$ cat src/gpiox_pkg.sv
// Shared constants for the general-purpose port with external interrupts
package gpiox_pkg;

   // ----------------------------------------------------------------
   // Register bus geometry
   // ----------------------------------------------------------------
   localparam int unsigned ADDR_W  = 8;
   localparam int unsigned DATA_W  = 8;

   // ----------------------------------------------------------------
   // Register offsets
   // ----------------------------------------------------------------
   localparam logic [7:0] OFS_PORT_VALUE = 8'h00;  // Port value latch
   localparam logic [7:0] OFS_DIRECTION  = 8'h01;  // Pin direction bits
   localparam logic [7:0] OFS_OPTION     = 8'h02;  // Pin option bits
   localparam logic [7:0] OFS_EDGE_SENSE = 8'h03;  // Edge sense control

   // ----------------------------------------------------------------
   // Reset values
   // ----------------------------------------------------------------
   localparam logic [7:0] RST_PORT_VALUE = 8'h00;
   localparam logic [7:0] RST_DIRECTION  = 8'h00;
   localparam logic [7:0] RST_OPTION     = 8'h00;
   localparam logic [7:0] RST_EDGE_SENSE = 8'h00;
   localparam logic [7:0] RST_READ_DATA  = 8'h00;

   // ----------------------------------------------------------------
   // Field encodings
   // ----------------------------------------------------------------
   localparam logic SENSE_FALLING  = 1'b0;     // Edge sense field value
   localparam logic SENSE_RISING   = 1'b1;
   localparam logic DIR_INPUT      = 1'b0;     // Pin direction bit value
   localparam logic DIR_OUTPUT     = 1'b1;
   localparam logic DET_IDLE_LEVEL = 1'b1;     // Detector level of a disabled pin
   localparam logic SYNC_RST_LEVEL = 1'b1;     // Synchroniser reset level

endpackage

$ cat src/gpiox_sync.sv
// Two-stage synchroniser for a bus of asynchronous pin levels
`timescale 1ns/100ps

module gpiox_sync #(
   parameter int unsigned WIDTH = 8
) (
   // Clock and reset
   input  wire logic             sys_clk,
   input  wire logic             reset_n,
   // Levels
   input  wire logic [WIDTH-1:0] async_in,
   output logic      [WIDTH-1:0] sync_out
);

   typedef struct packed {
      logic [WIDTH-1:0] stage1;
      logic [WIDTH-1:0] stage2;
   } gpiox_sync_state_type;

   gpiox_sync_state_type state_q;
   gpiox_sync_state_type state_d;

   // Next state: stage one feeds only stage two
   always_comb begin
      state_d = state_q;
      state_d.stage1 = async_in;
      state_d.stage2 = state_q.stage1;
   end

   // State register
   always_ff @(posedge sys_clk) begin
      if (!reset_n) begin
         state_q <= '{stage1: {WIDTH{gpiox_pkg::SYNC_RST_LEVEL}},
                      stage2: {WIDTH{gpiox_pkg::SYNC_RST_LEVEL}}};
      end else begin
         state_q <= state_d;
      end
   end

   assign sync_out = state_q.stage2;

endmodule

$ cat src/gpiox_vec_irq.sv
// Edge detector and pending latch for one external interrupt vector
`timescale 1ns/100ps

module gpiox_vec_irq #(
   parameter int unsigned PINS = 4
) (
   // Clock and reset
   input  wire logic            sys_clk,
   input  wire logic            reset_n,
   // Pin group of this vector
   input  wire logic [PINS-1:0] pin_level,
   input  wire logic [PINS-1:0] pin_irq_en,
   // Control
   input  wire logic            sense_rising,
   input  wire logic            sense_change,
   input  wire logic            vec_fetch,
   // Request
   output logic                 pending
);

   typedef struct packed {
      logic prev_level;
      logic pending;
   } gpiox_vec_state_type;

   gpiox_vec_state_type state_q;
   gpiox_vec_state_type state_d;
   logic                combined;
   logic                edge_hit;

   // Combine the group into one detector input
   always_comb begin
      combined = gpiox_pkg::DET_IDLE_LEVEL;
      for (int i = 0; i < PINS; i++) begin
         combined = combined & (pin_irq_en[i] ? pin_level[i] : gpiox_pkg::DET_IDLE_LEVEL);
      end
   end

   // Edge selection
   // per vector edge choice
   assign edge_hit = (sense_rising == gpiox_pkg::SENSE_RISING) ?
                     (~state_q.prev_level & combined) : (state_q.prev_level & ~combined);

   // Next state: set wins over any clear in the same cycle
   always_comb begin
      state_d            = state_q;
      state_d.prev_level = combined;
      if (edge_hit) begin
         state_d.pending = 1'b1;
      end else if (vec_fetch || sense_change) begin
         state_d.pending = 1'b0;
      end
   end

   // State register
   always_ff @(posedge sys_clk) begin
      if (!reset_n) begin
         state_q <= '{prev_level: gpiox_pkg::DET_IDLE_LEVEL, pending: 1'b0};
      end else begin
         state_q <= state_d;
      end
   end

   assign pending = state_q.pending;

endmodule

$ cat src/gpiox_port.sv
// General-purpose port slice with pin control, alternate functions and external interrupts
`timescale 1ns/100ps

module gpiox_port #(
   parameter int unsigned NUM_PINS     = 8,
   parameter int unsigned PINS_PER_VEC = 4
) (
   // Clock and reset
   input  wire logic                                 sys_clk,
   input  wire logic                                 reset_n,

   // Register port
   input  wire logic [gpiox_pkg::ADDR_W-1:0]         reg_addr,
   input  wire logic [gpiox_pkg::DATA_W-1:0]         reg_wdata,
   input  wire logic                                 reg_wr,
   input  wire logic                                 reg_rd,
   output logic      [gpiox_pkg::DATA_W-1:0]         reg_rdata,

   // Package pins
   input  wire logic [NUM_PINS-1:0]                  pin_in,
   output logic      [NUM_PINS-1:0]                  pin_out,
   output logic      [NUM_PINS-1:0]                  pin_oe_n,
   output logic      [NUM_PINS-1:0]                  pin_pullup_en,
   output logic      [NUM_PINS-1:0]                  pin_high_drv_en,

   // On-chip peripheral signals
   input  wire logic [NUM_PINS-1:0]                  alt_out_en,
   input  wire logic [NUM_PINS-1:0]                  alt_out,
   output logic      [NUM_PINS-1:0]                  alt_in,

   // Interrupt controller and CPU
   input  wire logic                                 cpu_irq_mask,
   input  wire logic [NUM_PINS/PINS_PER_VEC-1:0]     vec_fetch,
   output logic      [NUM_PINS/PINS_PER_VEC-1:0]     ext_irq_req,
   output logic                                      wake_req
);

   // ----------------------------------------------------------------
   // Types and declarations
   // ----------------------------------------------------------------
   localparam int unsigned NUM_VEC = NUM_PINS / PINS_PER_VEC;

   // Port state outside the synchroniser and vector detectors, registered as one word
   typedef struct packed {
      // Software-visible configuration
      logic [NUM_PINS-1:0]          port_value_latch;
      logic [NUM_PINS-1:0]          pin_direction_bit;
      logic [NUM_PINS-1:0]          pin_option_bit;
      logic [NUM_VEC-1:0]           ext_edge_sense_control;
      // Registered pin controls
      logic [NUM_PINS-1:0]          pin_out;
      logic [NUM_PINS-1:0]          pin_oe_n;
      logic [NUM_PINS-1:0]          pullup_en;
      logic [NUM_PINS-1:0]          high_drv_en;
      // Peripheral input, requests and read answer
      logic [NUM_PINS-1:0]          alt_in;
      logic [NUM_VEC-1:0]           irq_req;
      logic                         wake;
      logic [gpiox_pkg::DATA_W-1:0] rdata;
   } gpiox_port_state_type;

   gpiox_port_state_type state_q;
   gpiox_port_state_type state_d;

   // Decoded pin and vector signals
   logic [NUM_PINS-1:0]          pin_sync;
   logic [NUM_PINS-1:0]          pin_irq_en;
   logic [NUM_VEC-1:0]           sense_change;
   logic [NUM_VEC-1:0]           vec_pending;

   // Driver and read-back helpers
   logic [NUM_PINS-1:0]          drive_out;
   logic [NUM_PINS-1:0]          drive_val;
   logic [NUM_PINS-1:0]          push_pull;
   logic [NUM_PINS-1:0]          read_value;
   logic [gpiox_pkg::DATA_W-1:0] read_word;

   // ----------------------------------------------------------------
   // Pin input synchroniser
   // ----------------------------------------------------------------

   // Pins are asynchronous; bring them into the clock domain first
   gpiox_sync #(
      .WIDTH    (NUM_PINS)
   ) u_pin_sync (
      .sys_clk  (sys_clk),
      .reset_n  (reset_n),
      .async_in (pin_in),
      .sync_out (pin_sync)
   );

   // ----------------------------------------------------------------
   // Pin configuration decode
   // ----------------------------------------------------------------

   // Interrupt input: input direction with option bit set
   // A pin with its direction bit set never requests, whatever its option bit
   // interrupt enable decode
   assign pin_irq_en = ~state_q.pin_direction_bit & state_q.pin_option_bit;

   // Output when direction says so or a peripheral claims the pin
   // peripheral output override
   assign drive_out = state_q.pin_direction_bit | alt_out_en;

   // Driven value: peripheral output has priority over the latch
   // latch drives the pin
   assign drive_val = (alt_out_en & alt_out) | (~alt_out_en & state_q.port_value_latch);

   // Drive type from option bit
   // The same bit selects the pull-up of an input pin
   // option selects drive type
   assign push_pull = state_q.pin_option_bit;

   // ----------------------------------------------------------------
   // Edge sense changes
   // ----------------------------------------------------------------

   // A write that alters a vector's sense bit pulses its clear
   // Rewriting an unchanged bit leaves its request pending
   // detect sense change
   assign sense_change = (reg_wr && reg_addr == gpiox_pkg::OFS_EDGE_SENSE) ?
                         (reg_wdata[NUM_VEC-1:0] ^ state_q.ext_edge_sense_control) :
                         {NUM_VEC{1'b0}};

   // ----------------------------------------------------------------
   // External interrupt vectors
   // ----------------------------------------------------------------

   // One detector and pending latch per group of pins
   // Vector v owns the PINS_PER_VEC pins starting at v*PINS_PER_VEC
   generate
      for (genvar v = 0; v < NUM_VEC; v++) begin : g_vec
         gpiox_vec_irq #(
            .PINS         (PINS_PER_VEC)
         ) u_vec (
            .sys_clk      (sys_clk),
            .reset_n      (reset_n),
            .pin_level    (pin_sync[v*PINS_PER_VEC +: PINS_PER_VEC]),
            .pin_irq_en   (pin_irq_en[v*PINS_PER_VEC +: PINS_PER_VEC]),
            .sense_rising (state_q.ext_edge_sense_control[v]),
            .sense_change (sense_change[v]),
            .vec_fetch    (vec_fetch[v]),
            .pending      (vec_pending[v])
         );
      end
   endgenerate

   // ----------------------------------------------------------------
   // Read-back value
   // ----------------------------------------------------------------

   // Data register read: latch, peripheral output or pin level
   always_comb begin
      read_value = {NUM_PINS{1'b0}};
      for (int i = 0; i < NUM_PINS; i++) begin
         if (alt_out_en[i]) begin
            read_value[i] = alt_out[i];
         end else if (state_q.pin_direction_bit[i] == gpiox_pkg::DIR_OUTPUT) begin
            read_value[i] = state_q.port_value_latch[i];
         end else begin
            read_value[i] = pin_sync[i];
         end
      end
   end

   // Register mux; unmapped offsets read as zero
   // Only the low NUM_VEC bits of the sense word exist
   always_comb begin
      read_word = {gpiox_pkg::DATA_W{1'b0}};
      unique case (reg_addr)
         gpiox_pkg::OFS_PORT_VALUE: read_word[NUM_PINS-1:0] = read_value;
         gpiox_pkg::OFS_DIRECTION:  read_word[NUM_PINS-1:0] = state_q.pin_direction_bit;
         gpiox_pkg::OFS_OPTION:     read_word[NUM_PINS-1:0] = state_q.pin_option_bit;
         gpiox_pkg::OFS_EDGE_SENSE: read_word[NUM_VEC-1:0]  = state_q.ext_edge_sense_control;
         default:                   read_word = {gpiox_pkg::DATA_W{1'b0}};
      endcase
   end

   // ----------------------------------------------------------------
   // Next state
   // ----------------------------------------------------------------

   // Register writes, pin driver, peripheral input and request outputs
   always_comb begin
      state_d = state_q;

      // Register writes
      if (reg_wr) begin
         unique case (reg_addr)
            gpiox_pkg::OFS_PORT_VALUE: begin
               state_d.port_value_latch = reg_wdata[NUM_PINS-1:0];
            end

            gpiox_pkg::OFS_DIRECTION: begin
               state_d.pin_direction_bit = reg_wdata[NUM_PINS-1:0];
            end

            gpiox_pkg::OFS_OPTION: begin
               state_d.pin_option_bit = reg_wdata[NUM_PINS-1:0];
            end

            gpiox_pkg::OFS_EDGE_SENSE: begin
               state_d.ext_edge_sense_control = reg_wdata[NUM_VEC-1:0];
            end

            // Unmapped offsets are ignored
            default: begin
               state_d.pin_option_bit = state_q.pin_option_bit;
            end
         endcase
      end

      // Read data stand only in the cycle after the strobe
      // and are zero otherwise, so no stale answer lingers
      state_d.rdata = reg_rd ? read_word : gpiox_pkg::RST_READ_DATA;

      // Pin driver, one pin per pass
      for (int i = 0; i < NUM_PINS; i++) begin
         // Value shown whenever the pin is driven
         state_d.pin_out[i] = drive_val[i];

         // An open-drain one releases the pin
         // low always, high only push-pull
         state_d.pin_oe_n[i] = ~(drive_out[i] & (~drive_val[i] | push_pull[i]));

         // Pull-up only for inputs, high driver only when driven
         // pull-up and high driver gating
         state_d.pullup_en[i]   = ~drive_out[i] & state_q.pin_option_bit[i];
         state_d.high_drv_en[i] = drive_out[i] & push_pull[i];

         // output pin feeds latch to peripheral
         state_d.alt_in[i] = (state_q.pin_direction_bit[i] == gpiox_pkg::DIR_OUTPUT) ?
                             state_q.port_value_latch[i] : pin_sync[i];
      end

      // Requests to the CPU only when its mask is cleared
      // A masked request stays pending and shows once unmasked
      // gate with CPU mask
      state_d.irq_req = cpu_irq_mask ? {NUM_VEC{1'b0}} : vec_pending;
      // unmasked pending request wakes from Wait or Halt
      state_d.wake = |vec_pending & ~cpu_irq_mask;
   end

   // ----------------------------------------------------------------
   // State register
   // ----------------------------------------------------------------

   // Synchronous reset to the reset values; pins released
   // No pin is driven and no request is raised in reset
   always_ff @(posedge sys_clk) begin
      if (!reset_n) begin
         state_q.port_value_latch       <= gpiox_pkg::RST_PORT_VALUE[NUM_PINS-1:0];
         state_q.pin_direction_bit      <= gpiox_pkg::RST_DIRECTION[NUM_PINS-1:0];
         state_q.pin_option_bit         <= gpiox_pkg::RST_OPTION[NUM_PINS-1:0];
         state_q.ext_edge_sense_control <= gpiox_pkg::RST_EDGE_SENSE[NUM_VEC-1:0];

         state_q.pin_out                <= {NUM_PINS{1'b0}};
         state_q.pin_oe_n               <= {NUM_PINS{1'b1}};
         state_q.pullup_en              <= {NUM_PINS{1'b0}};
         state_q.high_drv_en            <= {NUM_PINS{1'b0}};

         state_q.alt_in                 <= {NUM_PINS{1'b0}};
         state_q.irq_req                <= {NUM_VEC{1'b0}};
         state_q.wake                   <= 1'b0;
         state_q.rdata                  <= gpiox_pkg::RST_READ_DATA;
      end else begin
         state_q <= state_d;
      end
   end

   // ----------------------------------------------------------------
   // Outputs
   // ----------------------------------------------------------------

   // All outputs come straight from the state register,
   // so no input reaches an output in the same cycle
   assign reg_rdata       = state_q.rdata;

   assign pin_out         = state_q.pin_out;
   assign pin_oe_n        = state_q.pin_oe_n;
   assign pin_pullup_en   = state_q.pullup_en;
   assign pin_high_drv_en = state_q.high_drv_en;
   assign alt_in          = state_q.alt_in;
   assign ext_irq_req     = state_q.irq_req;
   assign wake_req        = state_q.wake;

endmodule

$ cat config.mk
export PLATFORM = sky130hd
export DESIGN_NAME = gpiox_port
export DESIGN_NICKNAME = d
export VERILOG_FILES = /design/src/gpiox_pkg.sv /design/src/gpiox_sync.sv /design/src/gpiox_vec_irq.sv /design/src/gpiox_port.sv
export SDC_FILE = /design/constraint.sdc
export NUM_CORES = 1
export LEC_CHECK = 0
export ABC_AREA = 1
export BUFFER_PORTS_ARGS = -buffer_cell sky130_fd_sc_hd__buf_2
export CORE_MARGIN = 10
export CORE_UTILIZATION = 53
export CTS_CLUSTER_SIZE = 14
export DETAILED_ROUTE_END_ITERATION = 6
export GPL_TIMING_DRIVEN = 0
export PLACE_DENSITY_LB_ADDON = 0.25
export SKIP_LAST_GASP = 1
export SYNTH_ARGS = -nofsm -noshare
export SYNTH_HDL_FRONTEND = slang
export SYNTH_SLANG_ARGS = --single-unit
$ cat constraint.sdc
create_clock -name sys_clk -period 1.2 [get_ports sys_clk]
set_input_delay 0.06 -clock sys_clk [delete_from_list [all_inputs] [get_ports sys_clk]]
set_output_delay 0.06 -clock sys_clk [all_outputs]
set_load 0.05 [all_outputs]
; Word-level counts from Yosys, hierarchy flattened
; Cells that the tools add are included.
[op_classes]
reduce_logical = 13
eq_ne = 3
magnitude_cmp = 0
shift = 0
n_mux = 33
n_addsub = 0
div_mod_pow = 0
bitwise_logic = 81
n_mul = 0
[ops]
columns = operator, n
row1 = 1-bit bitwise AND, 35
row2 = 1-bit 2-to-1 mux, 30
row3 = 1-bit inverter, 30
row4 = 8-bit bitwise AND, 3
row5 = 6-bit case mux with 3 select lines, 1
row6 = "8-bit by 2-bit equality test with 1-bit output, second input constant", 2
row7 = 8-bit inverter, 2
row8 = 8-bit bitwise OR, 2
row9 = 2-bit AND reduction, 5
row10 = "8-bit by 1-bit equality test with 1-bit output, second input constant", 1
row11 = 8-bit logical NOT, 1
row12 = 1-bit bitwise OR, 8
row13 = 2-bit case mux with 4 select lines, 1
row14 = 2-bit nonzero test, 2
row15 = 2-bit OR reduction, 2
row16 = 1-bit logical OR, 2
row17 = 2-bit 2-to-1 mux, 1
row18 = 2-bit bitwise XOR, 1
row19 = 1-bit logical AND, 1
[totals]
latchBits = 0
register_bits = 97
memories = 0
out_inout_bits = 51
ram_bits = 0
inputBits = 47
rom_bits = 0

; Depth between registers and ports, before layout
[depth]
depth_word = 10
mapped_depth = 8

; Hierarchy
; Synthesis repeated with hierarchy kept, for this count alone.
[hier_totals]
hier_cells = 566
hier_area_um2 = 4327.9
[by_module_without_submodules]
columns = module, area_each_um2, instances, cells_per_inst
row1 = gpiox_port, 3538.4, 1, 460
row2 = gpiox_sync, 479.2, 1, 50
row3 = gpiox_vec_irq, 155.1, 2, 28

; Worst setup path after synthesis
; OpenSTA, ideal clock, no wires.
[synth_timing]
kind = input port to flip-flop
start = in reg_addr[5] (netlist bit)
end = reg state_q, in the netlist push_pull[6]
n_path_buf = 0
setup_slack_ns = 0.248
arrival_time_ns = 0.836
t_required_ns = 1.084
cell_stages = 6
setup_time_ns = 0.116
path_cell_list = nor2_1 nand2_2 nor2_4 nand2_4 o21ai_0 nor2_1
[synth_via]
elab_chain_len = 2
[synth_rtl]
columns = item, line
row1 = "start, declared", gpiox_port.sv:13  ; input wire logic [gpiox_pkg::ADDR_W-1:0] reg_addr,
row2 = 8-bit by 2-bit equality test with 1-bit output, gpiox_port.sv:189  ; unique case (reg_addr)
row3 = 2-bit AND reduction (no source line), n/a
row4 = "end signal, assigned", gpiox_port.sv:267  ; state_q <= state_d;
row5 = "end, declared", gpiox_port.sv:62  ; gpiox_port_state_type state_q;
; Every way passes these cells.
; A chain may end at the register's enable or synchronous reset.

; Worst setup path in the final report
[layout_timing]
start = reg state_q[63] (netlist bit)
end = reg state_q, in the netlist reg_rdata[2]
[layout_via]
elab_chain_len = 3
[layout_rtl]
columns = item, line
row1 = 1-bit 2-to-1 mux, gpiox_port.sv:158  ; end else if (state_q.pin_direction_bit[i] == gpiox_pkg::DIR_OUTPUT) begin
row2 = 1-bit 2-to-1 mux, gpiox_port.sv:156  ; if (alt_out_en[i]) begin
row3 = 6-bit case mux with 3 select lines (*), gpiox_port.sv:170  ; unique case (reg_addr)
; Mark *: on every way between the ends. The rest lies on a longest branch, timed or not.

==> results_tabular.tex <==
\begin{tabular}{lr}
\hline
Metric & Value \\
\hline
\multicolumn{2}{l}{\textbf{Floorplan}} \\
\quad Horiz. Die Dim & 107 um \\
\quad Die Y & about 110 um \\
\quad Number of rows in the core area & 31 \\
\quad Die outline area & between 10000 and 15000 um2 \\
\quad Effective utilization at floorplan & 0.546 \\
\quad Num ports & 98 \\
\quad Placeable core region & 7290 um2 \\
\multicolumn{2}{l}{\textbf{Cells and area}} \\
\quad Leading cell types in the layout, fill and taps excluded & buf\_2, nand2\_1, dfxtp\_1 \\
\quad Diode count & 0 \\
\quad Fillers & around 640 \\
\quad Number of non-filler instances in the completed layout & about 750 \\
\quad Area used by multi-input combinational logic & between 1000 and 1500 um2 \\
\quad Fraction of final layout cells sized beyond drive strength 1 & 0.312 \\
\quad Fin util & 0.686 \\
\quad Most frequent standard cell in the layout excluding fill and tap cells & buf\_2 \\
\quad Net count of the finished layout & between 600 and 700 \\
\quad Area overhead of the layout relative to synthesis & 25.5\% \\
\quad Final design instance area without fill & between 5000 and 6000 um2 \\
\quad Sequential cell area & 1950 um2 \\
\multicolumn{2}{l}{\textbf{Clock tree}} \\
\quad TritonCTS clock tree & done \\
\quad Buffer cell driving the clock tree root & clkbuf\_8 \\
\quad CTS sink count & 97 \\
\quad Worst-Skew Late Latency & 360 ps \\
\quad Clock slew at reported path FFs & roughly 90 ps \\
\quad Bufs on Longest Clock Path & 2 \\
\quad H-tree depth & 3 \\
\quad Number of buffers created by CTS & 9 \\
\multicolumn{2}{l}{\textbf{Placed design}} \\
\quad Instance count after placement with tap cells included & 716 \\
\quad Port buffer count & 97 \\
\quad HPWL after DPL & 7180 um \\
\quad Global placer's final weighted congestion & 0.847 \\
\quad Placed Area & $\sim$4600 um2 \\
\multicolumn{2}{l}{\textbf{Detailed routing}} \\
\quad Post-route DRC & 0 \\
\quad Drt first pass iters & 5 \\
\quad Wire length per cell after detailed routing & 13.3 um \\
\quad Initial DRC count & approximately 220 \\
\quad Remaining antenna violation count & 0 \\
\quad Routed wire length & between 9000 and 10000 um \\
\quad Vias per inst & between 4 and 5 \\
\quad Via Count & roughly 3600 \\
\multicolumn{2}{l}{\textbf{Synth}} \\
\quad Area contributors post-synth & dfxtp\_1, buf\_4, nand2\_1, nor2\_1, inv\_1 \\
\quad Share of the synthesized area in the top cell type & 0.487 \\
\quad Synthesized net count & $\sim$570 \\
\quad Combined area of all synthesized cells & between 3000 and 4000 um2 \\
\quad Top cell type by total area after synthesis & dfxtp\_1 \\
\quad Unique cell type count in the Yosys netlist & 23 \\
\quad Syn Inst Count & 520 \\
\quad Post-synthesis average cell area & approximately 7.7 um2 \\
\quad Fraction of the yosys area taken by sequential cells & 0.487 \\
\quad Ys Warns & 0 \\
\quad Number of synthesized register bits & 97 \\
\multicolumn{2}{l}{\textbf{STA}} \\
\quad Actual transition at the worst max-transition pin & 671 ps \\
\quad Unrepaired setup endpoints after global routing & true \\
\quad Time the worst path needs with I/O delays and setup & $\sim$1200 ps \\
\quad Final number of hold-violating endpoints & 0 \\
\quad Clock tree skew after final layout & between 6 and 7 ps \\
\quad Total of endpoints with negative setup slack in the final report & 0 \\
\quad Number of pins with negative max-slew slack in the final report & 0 \\
\quad Relative slew slack & 0.553 \\
\quad Timing-limited maximum frequency & 860 MHz \\
\quad Worst hold slack & 13.1 ps \\
\quad Final Cycle Share & 0.969 \\
\multicolumn{2}{l}{\textbf{Power}} \\
\quad Static Leakage & 2.45 nW \\
\quad Sw Pwr & approximately 0.0015 W \\
\quad Proportion of power drawn by the clock network & 0.368 \\
\quad Ratio of total power to cell area & roughly 1300 nW/um2 \\
\quad Fraction of power spent switching nets & 0.241 \\
\quad Relative contribution of combinational cells to total power & 0.103 \\
\quad Sequential cell fraction of total power & 0.528 \\
\quad Peak supply drop & 0.661 mV \\
\quad Cell-internal power & about 0.0047 W \\
\multicolumn{2}{l}{\textbf{Setup path}} \\
\quad FF-to-FF setup slack & roughly 37 ps \\
\quad Endpoint arrival time on the critical path & between 1000 and 1500 ps \\
\quad Max FO, Critical Path & 5 \\
\quad FF-to-FF End & reg\_rdata[2] \\
\quad Worst reg2reg path depth & 8 \\
\quad Nature of the critical path endpoint & flip-flop \\
\quad Source of the worst register-to-register timing path & state\_q[63] \\
\quad WS Path Type & flip-flop to flip-flop \\
\quad Launching element type of the critical path & flip-flop \\
\quad CP Launch Point & state\_q[63] \\
\quad Data required time at the worst endpoint & 1500 ps \\
\multicolumn{2}{l}{\textbf{Status}} \\
\quad Status & finished clean \\
\multicolumn{2}{l}{\textbf{Global route}} \\
\quad Number of antenna violations at the first check in global routing & 0 \\
\quad Gr ovfl total & 0 \\
\quad Number of global-route vias before repair & roughly 3500 \\
\quad Overall routing resource usage & 0.175 \\
\quad Largest net degree at the start of global routing & 16 \\
\quad Wire length of the first global-routing pass & approximately 16000 um \\
\multicolumn{2}{l}{\textbf{Min path}} \\
\quad Worst-case hold path end point & state\_q[69] \\
\quad Worst hold path type & input pin to flip-flop \\
\quad Hold path startpoint & reg\_wdata[0] \\
\quad Worst hold path stage count & 3 \\
\multicolumn{2}{l}{\textbf{Flow run}} \\
\quad Count of max-cap constraint violations & 0 \\
\hline
\end{tabular}
## flip-flops by register name, indices dropped and copies added (netlist names), 8 cells and up
register / count
pin_high_drv_en: 8
u_pin_sync.sync_out: 8
pin_oe_n: 8
state_q: 18
pin_out: 8
u_pin_sync.state_d: 8
pin_pullup_en: 8
alt_in: 8
push_pull: 8
reg_rdata: 8
## metrics by stage
step | setup WS [ps] | total power (W) | setup TNS (ps)
6_report | 37.1 | 0.00625 | 0
5_1_grt | -41.2 | 0.00646 | -41.2
4_1_cts | 14.7 | 0.00625 | 0
3_5_place_dp | -247 | 0.00398 | -6040
3_3_place_gp | -236 | 0.00396 | -4920
2_1_floorplan | 248 | 0.00377 | 0
## kinds of logic (layout without fill, tap and decap cells)
family                 count (synthesis)  count (layout)  synth area share
flip-flops                            97              97             0.487
XOR/XNOR                               2               2           0.00440
AO/OA/AOI/OAI                         60              60            0.0785
AND/OR/NAND/NOR                      234             234             0.258
buffers and inverters                127             257             0.172
## worst max-delay path, stage by stage (launching register included)
cell     delay (ps)
dfxtp_2         370
inv_1            60
nand2_1          60
nand2_1          50
o21ai_0         210
nand2_1          80
nand3_1         160
nand2_1          70
inv_1            50
## layout make-up
cell class,instances,share of cell area
inverter,66,0.0515
timing repair buffer,115,0.133
tap,99,0.0248
buffer,61,0.0855
sequential,97,0.390
clock buffer,10,0.0275
clock inverter,5,0.0160
multi-input combinational,296,0.271
## worst max-delay path by stage
stage / end / cells past startpoint / slack, ps
floorplan: push_pull[6] / 6 / 250
global placement: pin_out[4] / 5 / -240
detailed placement: pin_out[1] / 5 / -250
CTS: reg_rdata[2] / 8 / 10
global route: reg_rdata[2] / 8 / -40
finish: reg_rdata[2] / 8 / 40
## cells in the mapped netlist
cell,instances
nand3_1,25
nor2_1,71
nand2_1,95
or2_2,19
buf_1,2
inv_1,64
nor2_2,1
o21ai_1,8
clkbuf_1,5
o211ai_1,1
dfxtp_1,97
buf_6,1
clkinv_4,2
a31oi_1,8
nand2_2,1
o21ai_0,30
a21oi_1,13
nand2_4,2
nor3_1,16
buf_2,3
buf_4,50
nor2_4,4
xor2_1,2
## metal layers
layer  vias to the layer above  wire, um  global-route usage
met3                        17       823              0.0503
met4                         0       167              0.0619
met5                         -         0                   0
met2                       140      4730               0.290
met1                      1594      4220               0.210
li1                       1813         -                   -
## repair_timing
action,4_1_cts,5_1_grt
endpoints found under the setup margin,0,7
resized for setup,0,8
buffers inserted,0,0
hold buffers,18,0
hold endpoints to repair,29,0
## power groups by stage
stage	sequential (W)	clock (W)	combinational (W)
2_1_floorplan	0.00338	0	0.000397
5_1_grt	0.00331	0.00244	0.000699
3_3_place_gp	0.00338	0	0.000584
4_1_cts	0.00331	0.00230	0.000645
6_report	0.00331	0.00230	0.000645
3_5_place_dp	0.00338	0	0.000596
Note: power is estimated with default switching activity, not from simulation.
